**src/verilog/sacc_defines.svh**
```systemverilog
// Purpose: Offsets, field positions, reset values and timing counts of the converter control block.
// Assumes: An eight-bit register port with byte-wide offsets.
// Notes: Definitions only.
`ifndef SACC_DEFINES_SVH
`define SACC_DEFINES_SVH

// ----------------------------------------
// Register offsets
// ----------------------------------------
`define SACC_OFS_CTRL 8'h00
`define SACC_OFS_CMD 8'h01
`define SACC_OFS_CHAN 8'h02
`define SACC_OFS_PAIR 8'h03
`define SACC_OFS_GAIN 8'h04
`define SACC_OFS_RES_HI 8'h05
`define SACC_OFS_RES_LO 8'h06
`define SACC_OFS_WLO_HI 8'h07
`define SACC_OFS_WLO_LO 8'h08
`define SACC_OFS_WHI_HI 8'h09
`define SACC_OFS_WHI_LO 8'h0A
`define SACC_OFS_STAT 8'h0B
`define SACC_OFS_MASK 8'h0C

// ----------------------------------------
// Field positions
// ----------------------------------------
`define SACC_CTRL_SHDN 0
`define SACC_CTRL_TRIG_LSB 1
`define SACC_CTRL_TRIG_MSB 2
`define SACC_CTRL_LJUST 3
`define SACC_CTRL_WIN_IN 4
`define SACC_CMD_START 0
`define SACC_GAIN_REF 3
`define SACC_ST_DONE 0
`define SACC_ST_WIN 1
`define SACC_ST_BUSY 2

// ----------------------------------------
// Reset values and limits
// ----------------------------------------
`define SACC_CTRL_RST 8'h01
`define SACC_GAIN_RST 3'h1
`define SACC_GAIN_MAX 3'h5
`define SACC_CHAN_MAX 4'h8
`define SACC_WHI_RST 16'hFFFF

// ----------------------------------------
// Timing
// ----------------------------------------
`define SACC_CLK_HZ 200000000
`define SACC_MAX_SPS 100000
`define SACC_MIN_GAP_CYC (`SACC_CLK_HZ / `SACC_MAX_SPS)

`endif

```
**src/verilog/sacc_pkg.sv**
```systemverilog
// Purpose: Types shared by the converter control block.
// Assumes: Nothing beyond the defines header.
// Notes: Trigger codes follow the two trigger bits of the control register.
package sacc_pkg;

	typedef enum logic [1:0] {
		SACC_TRIG_SW,
		SACC_TRIG_TMR2,
		SACC_TRIG_TMR3,
		SACC_TRIG_EXT
	} sacc_trig_e;

	typedef enum logic {
		SACC_IDLE,
		SACC_BUSY
	} sacc_state_e;

endpackage : sacc_pkg

```
**src/verilog/sacc_ctrl.sv**
```systemverilog
// Purpose: Digital control of the primary_converter: trigger choice, result latch, window compare, interrupts.
// Assumes: The converter core, timers and register master share clk_sys_i.
// Notes: One conversion at a time; triggers arriving while busy or shut down are dropped.
//
// Notes on behaviour
// RULE1 - A conversion starts on the selected trigger: software, timer 2 overflow, timer 3 overflow or external pin.
// RULE2 - On completion the result is latched into a register pair, a done flag is set and an interrupt raised if enabled.
// RULE3 - The result sits right or left aligned in its pair as software selects.
// RULE4 - Each result is checked against a window and flags an interrupt when inside or outside, as configured.
// RULE5 - The channel selector offers nine inputs, eight external and one temperature sensor.
// RULE6 - Each adjacent pair of external channels is single-ended or differential on its own setting.
// RULE7 - The gain code selects one of six gains, 0.5, 1, 2, 4, 8 and 16.
// RULE8 - Software may shut the converter down, and no conversion starts while it is down.
// RULE9 - The reference is taken from the first_dac_output or from the external reference pin.
// RULE10 - The trigger source must not ask for conversions faster than 100 ksps.
// RULE11 - A software start is signalled out so the secondary_converter can start in step.
// RULE12 - The external start pin is synchronised and its rising edge is the trigger.
`include "sacc_defines.svh"

module sacc_ctrl
	import sacc_pkg::*;
#(
	parameter int RES_BITS = 12
) (
	input wire logic clk_sys_i,
	input wire logic nrst_i,
	input wire logic [7:0] reg_addr_i,
	input wire logic [7:0] reg_wdata_i,
	input wire logic reg_wr_i,
	input wire logic reg_rd_i,
	output logic [7:0] reg_rdata_o,
	input wire logic tmr2_ovf_i,
	input wire logic tmr3_ovf_i,
	input wire logic ext_start_i,
	input wire logic conv_done_i,
	input wire logic [RES_BITS-1:0] conv_data_i,
	output logic conv_start_o,
	output logic sec_sync_start_o,
	output logic [3:0] chan_sel_o,
	output logic [3:0] pair_diff_o,
	output logic [2:0] gain_sel_o,
	output logic ref_ext_o,
	output logic shutdown_o,
	output logic irq_o
);

	// ----------------------------------------
	// Storage
	// ----------------------------------------
	logic [7:0] ctrl_reg;
	logic [3:0] chan_reg;
	logic [3:0] pair_reg;
	logic [2:0] gain_reg;
	logic ref_reg;
	logic [15:0] res_reg;
	logic [15:0] wlo_reg;
	logic [15:0] whi_reg;
	logic [1:0] stat_reg;
	logic [1:0] stat_next;
	logic [1:0] mask_reg;
	logic [7:0] rdata_reg;
	logic conv_start_reg;
	logic sec_sync_reg;
	sacc_state_e state_reg;

	// ----------------------------------------
	// Decode
	// ----------------------------------------
	logic wr_ctrl;
	logic wr_cmd;
	logic wr_chan;
	logic wr_pair;
	logic wr_gain;
	logic wr_wlo_hi;
	logic wr_wlo_lo;
	logic wr_whi_hi;
	logic wr_whi_lo;
	logic wr_stat;
	logic wr_mask;

	// Write strobes per register; unmapped writes fall through with no effect.
	assign wr_ctrl = reg_wr_i && (reg_addr_i == `SACC_OFS_CTRL);
	assign wr_cmd = reg_wr_i && (reg_addr_i == `SACC_OFS_CMD);
	assign wr_chan = reg_wr_i && (reg_addr_i == `SACC_OFS_CHAN);
	assign wr_pair = reg_wr_i && (reg_addr_i == `SACC_OFS_PAIR);
	assign wr_gain = reg_wr_i && (reg_addr_i == `SACC_OFS_GAIN);
	assign wr_wlo_hi = reg_wr_i && (reg_addr_i == `SACC_OFS_WLO_HI);
	assign wr_wlo_lo = reg_wr_i && (reg_addr_i == `SACC_OFS_WLO_LO);
	assign wr_whi_hi = reg_wr_i && (reg_addr_i == `SACC_OFS_WHI_HI);
	assign wr_whi_lo = reg_wr_i && (reg_addr_i == `SACC_OFS_WHI_LO);
	assign wr_stat = reg_wr_i && (reg_addr_i == `SACC_OFS_STAT);
	assign wr_mask = reg_wr_i && (reg_addr_i == `SACC_OFS_MASK);

	// ----------------------------------------
	// Trigger selection
	// ----------------------------------------
	logic ext_rise;
	logic sw_start;
	logic trig_hit;
	logic start_ok;
	sacc_trig_e trig_sel;

	sacc_start_sync u_start_sync (
		.clk_sys_i(clk_sys_i),
		.nrst_i(nrst_i),
		.pin_i(ext_start_i),
		.rise_o(ext_rise)
	);

	// The trigger field picks exactly one source; the others are ignored entirely.
	assign trig_sel = sacc_trig_e'(ctrl_reg[`SACC_CTRL_TRIG_MSB:`SACC_CTRL_TRIG_LSB]);
	assign sw_start = wr_cmd && reg_wdata_i[`SACC_CMD_START] && (trig_sel == SACC_TRIG_SW);
	assign trig_hit = sw_start || // RULE1
		((trig_sel == SACC_TRIG_TMR2) && tmr2_ovf_i) ||
		((trig_sel == SACC_TRIG_TMR3) && tmr3_ovf_i) ||
		((trig_sel == SACC_TRIG_EXT) && ext_rise);
	// Back-to-back triggers beyond the converter rate are simply dropped while busy.
	assign start_ok = trig_hit && (state_reg == SACC_IDLE) && !ctrl_reg[`SACC_CTRL_SHDN]; // RULE8 RULE10

	// ----------------------------------------
	// Result shaping and window
	// ----------------------------------------
	logic [15:0] raw_word;
	logic [15:0] just_word;
	logic in_window;
	logic done_evt;
	logic win_evt;

	function automatic logic [15:0] sacc_justify(input logic [15:0] raw, input logic left);
		sacc_justify = left ? (raw << (16 - RES_BITS)) : raw;
	endfunction : sacc_justify

	// The window is checked on the right-aligned value so bounds do not depend on alignment.
	assign raw_word = 16'(conv_data_i);
	assign just_word = sacc_justify(raw_word, ctrl_reg[`SACC_CTRL_LJUST]); // RULE3
	assign in_window = (raw_word >= wlo_reg) && (raw_word <= whi_reg);
	assign done_evt = conv_done_i && (state_reg == SACC_BUSY);
	assign win_evt = done_evt && (in_window == ctrl_reg[`SACC_CTRL_WIN_IN]); // RULE4

	// Sticky flags: a new event beats a write-one-to-clear in the same cycle.
	always_comb begin
		stat_next = stat_reg;
		if (wr_stat) begin
			stat_next = stat_reg & ~reg_wdata_i[1:0];
		end
		if (done_evt) begin
			stat_next[`SACC_ST_DONE] = 1'b1; // RULE2
		end
		if (win_evt) begin
			stat_next[`SACC_ST_WIN] = 1'b1; // RULE4
		end
	end

	// ----------------------------------------
	// Conversion sequencer
	// ----------------------------------------
	always_ff @(posedge clk_sys_i or negedge nrst_i) begin
		if (!nrst_i) begin
			state_reg <= SACC_IDLE;
		end else begin
			unique case (state_reg)
				SACC_IDLE: begin
					if (start_ok) begin
						state_reg <= SACC_BUSY;
					end
				end
				SACC_BUSY: begin
					if (conv_done_i) begin
						state_reg <= SACC_IDLE;
					end
				end
			endcase
		end
	end

	// Start pulses toward the core and the secondary_converter.
	always_ff @(posedge clk_sys_i or negedge nrst_i) begin
		if (!nrst_i) begin
			conv_start_reg <= 1'b0;
			sec_sync_reg <= 1'b0;
		end else begin
			conv_start_reg <= start_ok; // RULE1
			sec_sync_reg <= start_ok && sw_start; // RULE11
		end
	end

	// ----------------------------------------
	// Register writes
	// ----------------------------------------
	always_ff @(posedge clk_sys_i or negedge nrst_i) begin
		if (!nrst_i) begin
			ctrl_reg <= `SACC_CTRL_RST;
			chan_reg <= 4'h0;
			pair_reg <= 4'h0;
			gain_reg <= `SACC_GAIN_RST;
			ref_reg <= 1'b0;
			mask_reg <= 2'h0;
		end else begin
			if (wr_ctrl) begin
				ctrl_reg <= {3'h0, reg_wdata_i[4:0]}; // RULE8
			end
			// Channel codes above the temperature channel are refused.
			if (wr_chan && (reg_wdata_i[3:0] <= `SACC_CHAN_MAX)) begin
				chan_reg <= reg_wdata_i[3:0]; // RULE5
			end
			if (wr_pair) begin
				pair_reg <= reg_wdata_i[3:0]; // RULE6
			end
			// Gain codes six and seven have no meaning and leave the gain unchanged.
			if (wr_gain) begin
				ref_reg <= reg_wdata_i[`SACC_GAIN_REF]; // RULE9
				if (reg_wdata_i[2:0] <= `SACC_GAIN_MAX) begin
					gain_reg <= reg_wdata_i[2:0]; // RULE7
				end
			end
			if (wr_mask) begin
				mask_reg <= reg_wdata_i[1:0];
			end
		end
	end

	// Window bounds and latched result.
	always_ff @(posedge clk_sys_i or negedge nrst_i) begin
		if (!nrst_i) begin
			wlo_reg <= 16'h0000;
			whi_reg <= `SACC_WHI_RST;
			res_reg <= 16'h0000;
		end else begin
			if (wr_wlo_hi) begin
				wlo_reg[15:8] <= reg_wdata_i;
			end
			if (wr_wlo_lo) begin
				wlo_reg[7:0] <= reg_wdata_i;
			end
			if (wr_whi_hi) begin
				whi_reg[15:8] <= reg_wdata_i;
			end
			if (wr_whi_lo) begin
				whi_reg[7:0] <= reg_wdata_i;
			end
			if (done_evt) begin
				res_reg <= just_word; // RULE2
			end
		end
	end

	// Status flags.
	always_ff @(posedge clk_sys_i or negedge nrst_i) begin
		if (!nrst_i) begin
			stat_reg <= 2'h0;
		end else begin
			stat_reg <= stat_next;
		end
	end

	// ----------------------------------------
	// Read path
	// ----------------------------------------
	logic [7:0] rd_mux;

	// Unmapped offsets read as zero; reads have no side effects.
	always_comb begin
		rd_mux = 8'h00;
		unique case (reg_addr_i)
			`SACC_OFS_CTRL: rd_mux = ctrl_reg;
			`SACC_OFS_CHAN: rd_mux = {4'h0, chan_reg};
			`SACC_OFS_PAIR: rd_mux = {4'h0, pair_reg};
			`SACC_OFS_GAIN: rd_mux = {4'h0, ref_reg, gain_reg};
			`SACC_OFS_RES_HI: rd_mux = res_reg[15:8];
			`SACC_OFS_RES_LO: rd_mux = res_reg[7:0];
			`SACC_OFS_WLO_HI: rd_mux = wlo_reg[15:8];
			`SACC_OFS_WLO_LO: rd_mux = wlo_reg[7:0];
			`SACC_OFS_WHI_HI: rd_mux = whi_reg[15:8];
			`SACC_OFS_WHI_LO: rd_mux = whi_reg[7:0];
			`SACC_OFS_STAT: rd_mux = {5'h00, (state_reg == SACC_BUSY), stat_reg};
			`SACC_OFS_MASK: rd_mux = {6'h00, mask_reg};
			default: rd_mux = 8'h00;
		endcase
	end

	// Read data stands only in the cycle after the read strobe.
	always_ff @(posedge clk_sys_i or negedge nrst_i) begin
		if (!nrst_i) begin
			rdata_reg <= 8'h00;
		end else begin
			rdata_reg <= reg_rd_i ? rd_mux : 8'h00;
		end
	end

	// ----------------------------------------
	// Outputs
	// ----------------------------------------
	assign reg_rdata_o = rdata_reg;
	assign conv_start_o = conv_start_reg;
	assign sec_sync_start_o = sec_sync_reg;
	assign chan_sel_o = chan_reg;
	assign pair_diff_o = pair_reg;
	assign gain_sel_o = gain_reg;
	assign ref_ext_o = ref_reg;
	assign shutdown_o = ctrl_reg[`SACC_CTRL_SHDN];
	assign irq_o = |(stat_reg & mask_reg); // RULE2 RULE4

endmodule : sacc_ctrl

```
**src/verilog/sacc_start_sync.sv**
```systemverilog
// Purpose: Brings the external start pin into the system clock and flags its rising edge.
// Assumes: The pin is asynchronous to clk_sys_i.
// Notes: A change counts once the second and third stages agree.
module sacc_start_sync (
	input wire logic clk_sys_i,
	input wire logic nrst_i,
	input wire logic pin_i,
	output logic rise_o
);

	logic s1_reg;
	logic s2_reg;
	logic s3_reg;
	logic level_reg;
	logic agree;

	// Only s2 and s3 are compared; s1 feeds s2 alone to keep metastability contained.
	assign agree = (s2_reg == s3_reg);
	assign rise_o = agree && s3_reg && !level_reg; // RULE12

	// Three-stage chain plus the filtered level.
	always_ff @(posedge clk_sys_i or negedge nrst_i) begin
		if (!nrst_i) begin
			s1_reg <= 1'b0;
			s2_reg <= 1'b0;
			s3_reg <= 1'b0;
			level_reg <= 1'b0;
		end else begin
			s1_reg <= pin_i;
			s2_reg <= s1_reg;
			s3_reg <= s2_reg;
			if (agree) begin
				level_reg <= s3_reg; // RULE12
			end
		end
	end

endmodule : sacc_start_sync

```
**config.mk**
```make
export PLATFORM = sky130hd
export DESIGN_NAME = sacc_ctrl
export DESIGN_NICKNAME = d
export VERILOG_FILES = /design/src/verilog/sacc_pkg.sv /design/src/verilog/sacc_ctrl.sv /design/src/verilog/sacc_start_sync.sv
export VERILOG_INCLUDE_DIRS = /design/src /design/src/verilog
export SDC_FILE = /design/constraint.sdc
export NUM_CORES = 1
export LEC_CHECK = 0
export BUFFER_PORTS_ARGS = -buffer_cell sky130_fd_sc_hd__buf_2
export CAP_MARGIN = 5
export CORE_MARGIN = 2
export CORE_UTILIZATION = 55
export CTS_BUF_LIST = sky130_fd_sc_hd__clkbuf_2
export CTS_CLUSTER_DIAMETER = 80
export CTS_CLUSTER_SIZE = 12
export DETAILED_ROUTE_END_ITERATION = 8
export PLACE_DENSITY = 0.83
export SLEW_MARGIN = 0
export SYNTH_ARGS = -nofsm -noshare
export SYNTH_HDL_FRONTEND = slang
export SYNTH_SLANG_ARGS = --single-unit
```
**constraint.sdc**
```tcl
create_clock -name clk_sys_i -period 2.27 [get_ports clk_sys_i]
set_input_delay 0.3405 -clock clk_sys_i [delete_from_list [all_inputs] [get_ports clk_sys_i]]
set_output_delay 0.3405 -clock clk_sys_i [all_outputs]
set_load 0.02 [all_outputs]
```
==> results of run 1 <==
==> metrics by stage <==
stage | hold WS (ps) | instances | power [mW] | area (sq um)
floorplan | 44.9 | 434 | 2.17 | 4620
global placement | 333 | 586 | 2.38 | 5040
detailed placement | 336 | 586 | 2.41 | 5040
CTS | 3.88 | 606 | 3.48 | 5260
global route | 2.44 | 607 | 3.66 | 5270
finish | 20.7 | 607 | 3.49 | 5270
==> final timing paths <==
path | from | end | slack, ps | cells past startpoint
setup / recovery | wlo_reg[2] | stat_reg[1] | 170 | 8
hold / removal | conv_data_i[10] | res_reg[14] | 20 | 3
setup reg to reg | wlo_reg[2] | stat_reg[1] | 170 | 8
hold reg to reg | u_start_sync.s1_reg | u_start_sync.s2_reg | 390 | 0
max in group asynchronous | nrst_i | gain_sel_o[0] | 1360 | 3
min in group asynchronous | nrst_i | ctrl_reg[4] | 240 | 2
==> logic make-up after synthesis <==
group | count (synthesis)
AO/OA/AOI/OAI | 90
adder cells (fa/ha/maj) | 25
buffers and inverters | 51
flip-flops | 84
multiplexers | 67
AND/OR/NAND/NOR | 117
==> Yosys cell counts (4+ instances only) <==
cell type / count
nand2b_1: 6
a31oi_1: 5
inv_1: 27
a21oi_1: 16
buf_2: 6
nor2b_1: 4
ha_1: 25
mux2i_1: 13
a22oi_1: 6
mux2_2: 45
nand3_1: 11
dfrtp_1: 66
nor2_1: 22
mux2_4: 5
nand4_1: 5
clkbuf_1: 13
a22o_1: 8
dfstp_2: 18
mux4_2: 4
nand2_1: 46
o21ai_0: 28
==> power by group through the flow <==
stage	registers, mW	clock network, mW	logic, mW
3_3_place_gp	1.82	0	0.556
5_1_grt	1.83	1.16	0.669
2_1_floorplan	1.79	0	0.372
3_5_place_dp	1.83	0	0.582
4_1_cts	1.80	1.09	0.591
6_report	1.81	1.09	0.597
==> what timing repair did <==
item	CTS	global route
hold endpoints to repair	27	1
endpoints found under the setup margin	0	1
gates resized for setup	0	1
setup buffers	0	0
hold buffers	4	1
==> cell type report <==
cell class	count	area, sq um	share of cell area
repair buffers	76	450	0.0854
clock inverters	7	128	0.0242
flip-flops and latches	84	2120	0.403
well taps	105	131	0.0249
inverters	27	101	0.0192
multi-input cells	299	2290	0.435
clock buffers	9	45.0	0.00854
==> metal layers <==
layer | vias up | track usage | share of wire
li1 | 1678 | - | -
met1 | 1816 | 0.361 | 0.40
met2 | 167 | 0.441 | 0.49
met3 | 35 | 0.0474 | 0.078
met4 | 0 | 0.120 | 0.030
met5 | - | 0 | 0
==> worst register-to-register path, delay by kind of cell, from the launching register on <==
kind	cells	cell delay, ps
AOI/OAI and AO/OA	5	1160
DFF	1	450
adders and majority gates	1	290
and+or+nand+nor	1	80
buffers and inverters	1	60
==> placed cells by master (no fill, tap or decap), drive strengths merged, types with 4 or more instances in the layout <==
master and n:
a21oi 16, a22o 8, a22oi 6, a31oi 5, buf 71, clkbuf 9, dfrtp 66, dfstp 18
dlygate4sd3 5, ha 25, inv 31, mux2 50, mux2i 13, mux4 4, nand2 48, nand2b 6
nand3 14, nand4 5, nor2 25, nor2b 4, o21ai 31
==> key figures, run 1 <==
Status
  – Outcome: finished, final reports clean

CTS
  – CTS tree: built
  – CTS root buffer: clkbuf_2
  – Clk_lat worst skew: between 500 and 600 ps
  – Inserted Clock Buffers: 9
  – CTS H-tree depth: 3
  – Clock slew at reported path FFs: 260 ps
  – Clk buf depth: 2
  – Sink Count: 84

Route
  – Via count: 3,696
  – DRT Wirelength: 11,700 microns
  – Antenna viol nets, final: 0
  – WL/cell: 19.2 microns
  – DRT Pass-1 Iters: 5
  – 1st-iter DRT viols: 260
  – Routed vias/inst: 6.09
  – DRC: 0

Power and ir drop
  – Peak supply drop: 0.265 mV
  – Pint: 2.44 mW
  – Switching power total: 1.05 mW
  – P_leak: 2.48 nW
  – Cell Pwr Density: 662 nW/um^2
  – Seq pwr share: 0.518
  – Logic pwr share: 0.171
  – Switching power share of the total: 0.301
  – Clock Power Share: 0.311

Finish
  – Ant. Diodes: 0
  – Fillers: 637
  – Share of cells above drive strength 1: 0.343
  – Final core utilization: 0.645
  – Post-layout nets: 558
  – Area growth syn-to-layout: 14.1%

Yosys
  – Post-synth EDFFs: 0
  – Post-Synth Simple-Gate Area: 0.128
  – Ranking of synthesized cells by area: dfrtp_1, mux2_2, dfstp_2
  – Avg Cell Area, Syn: roughly 11 sq um
  – Post-Syn Nets: 495
  – Synth Area in Adders: 0.0677
  – Yosys reg bits: between 80 and 90
  – Compound-Gate Fraction of Synth Area: 0.126
  – Yosys warning total: 0
  – Async set or reset register ratio after synthesis: 1.00
  – Main combinational cell family by area after synthesis: multiplexers
  – Post-Syn Area: 4620 sq um
  – XOR/XNOR Fraction of Synth Area: 0
  – Share of the synthesized area in the top cell type: 0.357
  – Post-synth top area cell: dfrtp_1
  – Synth cell types: 55
  – Mux share of post-synthesis cell area: 0.174
  – Cell count after synthesis: 434
  – Top FF cell, synth: dfrtp_1
  – Sequential fraction of the synthesis area: 0.460

Global routing
  – Vias in the first global route: 3,578
  – Tot GR Track Use: 0.273
  – Initial antenna violation count: 0
  – First-pass GRT wire length: 18,600 microns
  – Largest net degree at the start of global routing: 44
  – Global route overflow: 0

STA
  – Fmax: 0.476 GHz
  – PnR worst setup slack: 168 ps
  – Worst slew margin: 0.448
  – Hold Violations, Final: 0
  – Final Cycle Share: 0.926
  – RSZ-0062 raised after global routing: false
  – Minimum clock period: between 2000 and 2500 ps
  – Setup Viol. Count Final: 0
  – Setup_tns: 0 ps
  – Worst-margin pin slew: between 800 and 900 ps
  – Final Max Tran Viols: 0
  – Clock skew: 25.0 ps

Placed design
  – DP Wirelength: 8510 microns
  – GPL Wtd Cong: 0.915
  – Placement Setup Slack: approximately 120 ps
  – Count of input and output buffers: 59

Critical path
  – Worst-path cell chain: inv_1, ha_1, a211o_1, a31oi_1, o221ai_1, a31oi_2, nor3_1, o31ai_1
  – CP top delay family: compound AO/OA/AOI/OAI gates
  – Crit-path max FO: 3
  – CP max stage cell: dfrtp_1
  – Arrival time worst endpoint: roughly 2600 ps
  – Crit-path max cell delay: approximately 450 ps
  – Worst setup SP type: flop
  – Crit path kind: reg2reg
  – Critical Path End Type: flop
  – Buf+Inv Stages, Crit Path: 1
  – WP data required: 2790 ps

Floorplan
  – Chip width: 95.7 microns
  – Height of the die: around 96 microns
  – Die Footprint: 9150 sq um
  – Initial core utilization: 0.565
  – CORE AREA: 8180 sq um
  – Number of top-level pins: 60
  – Rows: 33

Hold path
  – HP Class: in2reg

Job
  – Max cap viols: 0
Note: power is estimated with default switching activity, not from simulation.
==> run 2, diff against run 1 <==
- CORE_MARGIN: 2 -> 4
==> run 2 against run 1 <==
Global-route usage decreased by 1.8 points. Combinational power barely moved. Sequential share of layout area increased by 0.42 points.
==> key figures, run 2 (synthesis gave the netlist of run 1 again) <==
Route
  – 1st-iter DRT viols: 234 (-10%)
  – DRT Wirelength: 12,000 microns (+2.7%)
  – WL/cell: 19.7 microns (+2.7%)
  – Via count: 3,678 (-0.49%)
  – DRT Pass-1 Iters: 5 (unchanged)
  – Routed vias/inst: 6.06 (-0.49%)
  – Antenna viol nets, final: 0 (unchanged)
  – DRC: 0 (unchanged)

Power and ir drop
  – Overall Power: 3.29 mW (-5.9%)
  – Peak supply drop: 0.335 mV (+26%)
  – Cell Pwr Density: 629 nW/um^2 (-4.9%)
  – P_leak: 2.47 nW (-0.70%)

Critical path
  – Crit path kind: reg2reg
  – Critical Path End Type: flop
  – Worst setup SP type: flop
  – Crit-path max cell delay: 590 ps (+140 ps)
  – Crit-path max FO: 3 (unchanged)
  – CP max stage cell: dfstp_2
  – Arrival time worst endpoint: 2530 ps (-90 ps)
  – Worst-path cell chain: inv_1, ha_1, nand4_1, o311ai_0, a31oi_1, o21a_1, o31ai_1
  – WP data required: 2720 ps (-70 ps)

CTS
  – Clock slew at reported path FFs: 240 ps (-20 ps)
  – CTS H-tree depth: 3 (unchanged)
  – Setup repair bufs after CTS: 0 (unchanged)
  – CTS tree: built
  – Clk buf depth: 2 (unchanged)
  – Clk_lat worst skew: 550 ps (-30 ps)
  – Inserted Clock Buffers: 9 (unchanged)
  – Sink Count: 84 (unchanged)
  – CTS root buffer: clkbuf_2

STA
  – Final Cycle Share: 0.919 (-0.00723)
  – Worst slew margin: 0.612 (+0.164)
  – PnR worst setup slack: 185 ps (+16.4 ps)
  – Minimum clock period: 2090 ps (-16.4 ps)
  – Clock skew: 28.6 ps (+3.65 ps)
  – Hold Violations, Final: 0 (unchanged)
  – Worst-margin pin slew: 582 ps (-245 ps)
  – Setup Viol. Count Final: 0 (unchanged)
  – Final Max Tran Viols: 0 (unchanged)
  – RSZ-0062 raised after global routing: false
  – Setup_tns: 0 ps (unchanged)
  – Fmax: 0.480 GHz (+0.79%)

Floorplan
  – CORE AREA: 8180 sq um (unchanged)
  – Height of the die: 99.7 microns (+4.2%)
  – Chip width: 99.7 microns (+4.2%)
  – Number of top-level pins: 60 (unchanged)
  – Die Footprint: 9930 sq um (+8.5%)
  – Initial core utilization: 0.565 (unchanged)
  – Rows: 33 (unchanged)

Global routing
  – Largest net degree at the start of global routing: 44 (unchanged)
  – Tot GR Track Use: 0.255 (-0.0182)
  – Initial antenna violation count: 0 (unchanged)
  – Global route overflow: 0 (unchanged)
  – First-pass GRT wire length: 19,500 microns (+4.8%)
  – Vias in the first global route: 3,599 (+0.59%)

Finish
  – Final core utilization: 0.639 (-0.00658)
  – Ant. Diodes: 0 (unchanged)
  – Area growth syn-to-layout: 12.9%
  – Post-route insts no fill: 607 (unchanged)
  – Fillers: 657 (+3.1%)
  – Post-layout nets: 558 (unchanged)
  – Share of cells above drive strength 1: 0.345 (+0.00199)
  – Commonest non-fill, non-tap cell in the layout: dfrtp_1
  – Commonest non-fill, non-tap cells in the layout: dfrtp_1, buf_2, nand2_1

Status
  – Outcome: finished, final reports clean

Job
  – Max cap viols: 0 (unchanged)

Placed design
  – Count of input and output buffers: 59 (unchanged)
  – DP Wirelength: 8910 microns (+4.6%)
  – Placement Setup Slack: 240 ps (+121 ps)
  – Placed insts: 589 (+0.51%)
  – GPL Wtd Cong: 0.966 (+5.6%)

Hold path
  – HP Class: in2reg
## run 2: layout make-up
type | instances | area, sq um | area share
sequential | 84 | 2120 | 0.407
multi-input combinational | 299 | 2290 | 0.438
timing repair buffer | 76 | 443 | 0.0849
tap | 105 | 131 | 0.0252
clock inverter | 5 | 77.6 | 0.0149
inverter | 27 | 101 | 0.0194
clock buffer | 11 | 55.1 | 0.0105
## run 2: worst paths after layout
| path | start | endpoint | slack (ps) | cells after the start |
|---|---|---|---|---|
| max | whi_reg[5] | stat_reg[1] | 180 | 7 |
| min in group asynchronous | nrst_i | res_reg[14] | 280 | 2 |
| max in group asynchronous | nrst_i | whi_reg[14] | 1300 | 3 |
| max reg2reg | whi_reg[5] | stat_reg[1] | 180 | 7 |
| min reg2reg | u_start_sync.s1_reg | u_start_sync.s2_reg | 420 | 0 |
| min | conv_data_i[8] | res_reg[12] | 50 | 3 |
## run 2: timing repair
action | in CTS | in global routing
endpoints found under the hold margin | 41 | 0
hold buffers | 2 | 0
gates resized for setup | 0 | 0
## run 2: layer usage
metal,wire [microns],global-route usage
met5,0,0
met4,403,0.106
met3,789,0.0379
met2,5710,0.398
met1,5070,0.356
## run 2: where the power goes
group	total [mW]	switching [mW]	internal, mW
Sequential	1.81	0.128	1.68
Clock	0.883	0.513	0.371
Combinational	0.594	0.331	0.263
## run 2: worst max-delay path, delay by kind of cell, from the launching register on
family,cells,cell delay (ps)
AOI/OAI and AO/OA,4,910
buffers and inverters,1,40
and+or+nand+nor,1,170
adders and majority gates,1,280
DFF,1,590
## run 2: per-stage QoR
step	instance area, sq um	hold slack, ps
after CTS	5220	39.1
after global routing	5220	32.5
after detailed placement	5070	363
after global placement	5070	332
after floorplan	4620	44.9
final	5220	50.1
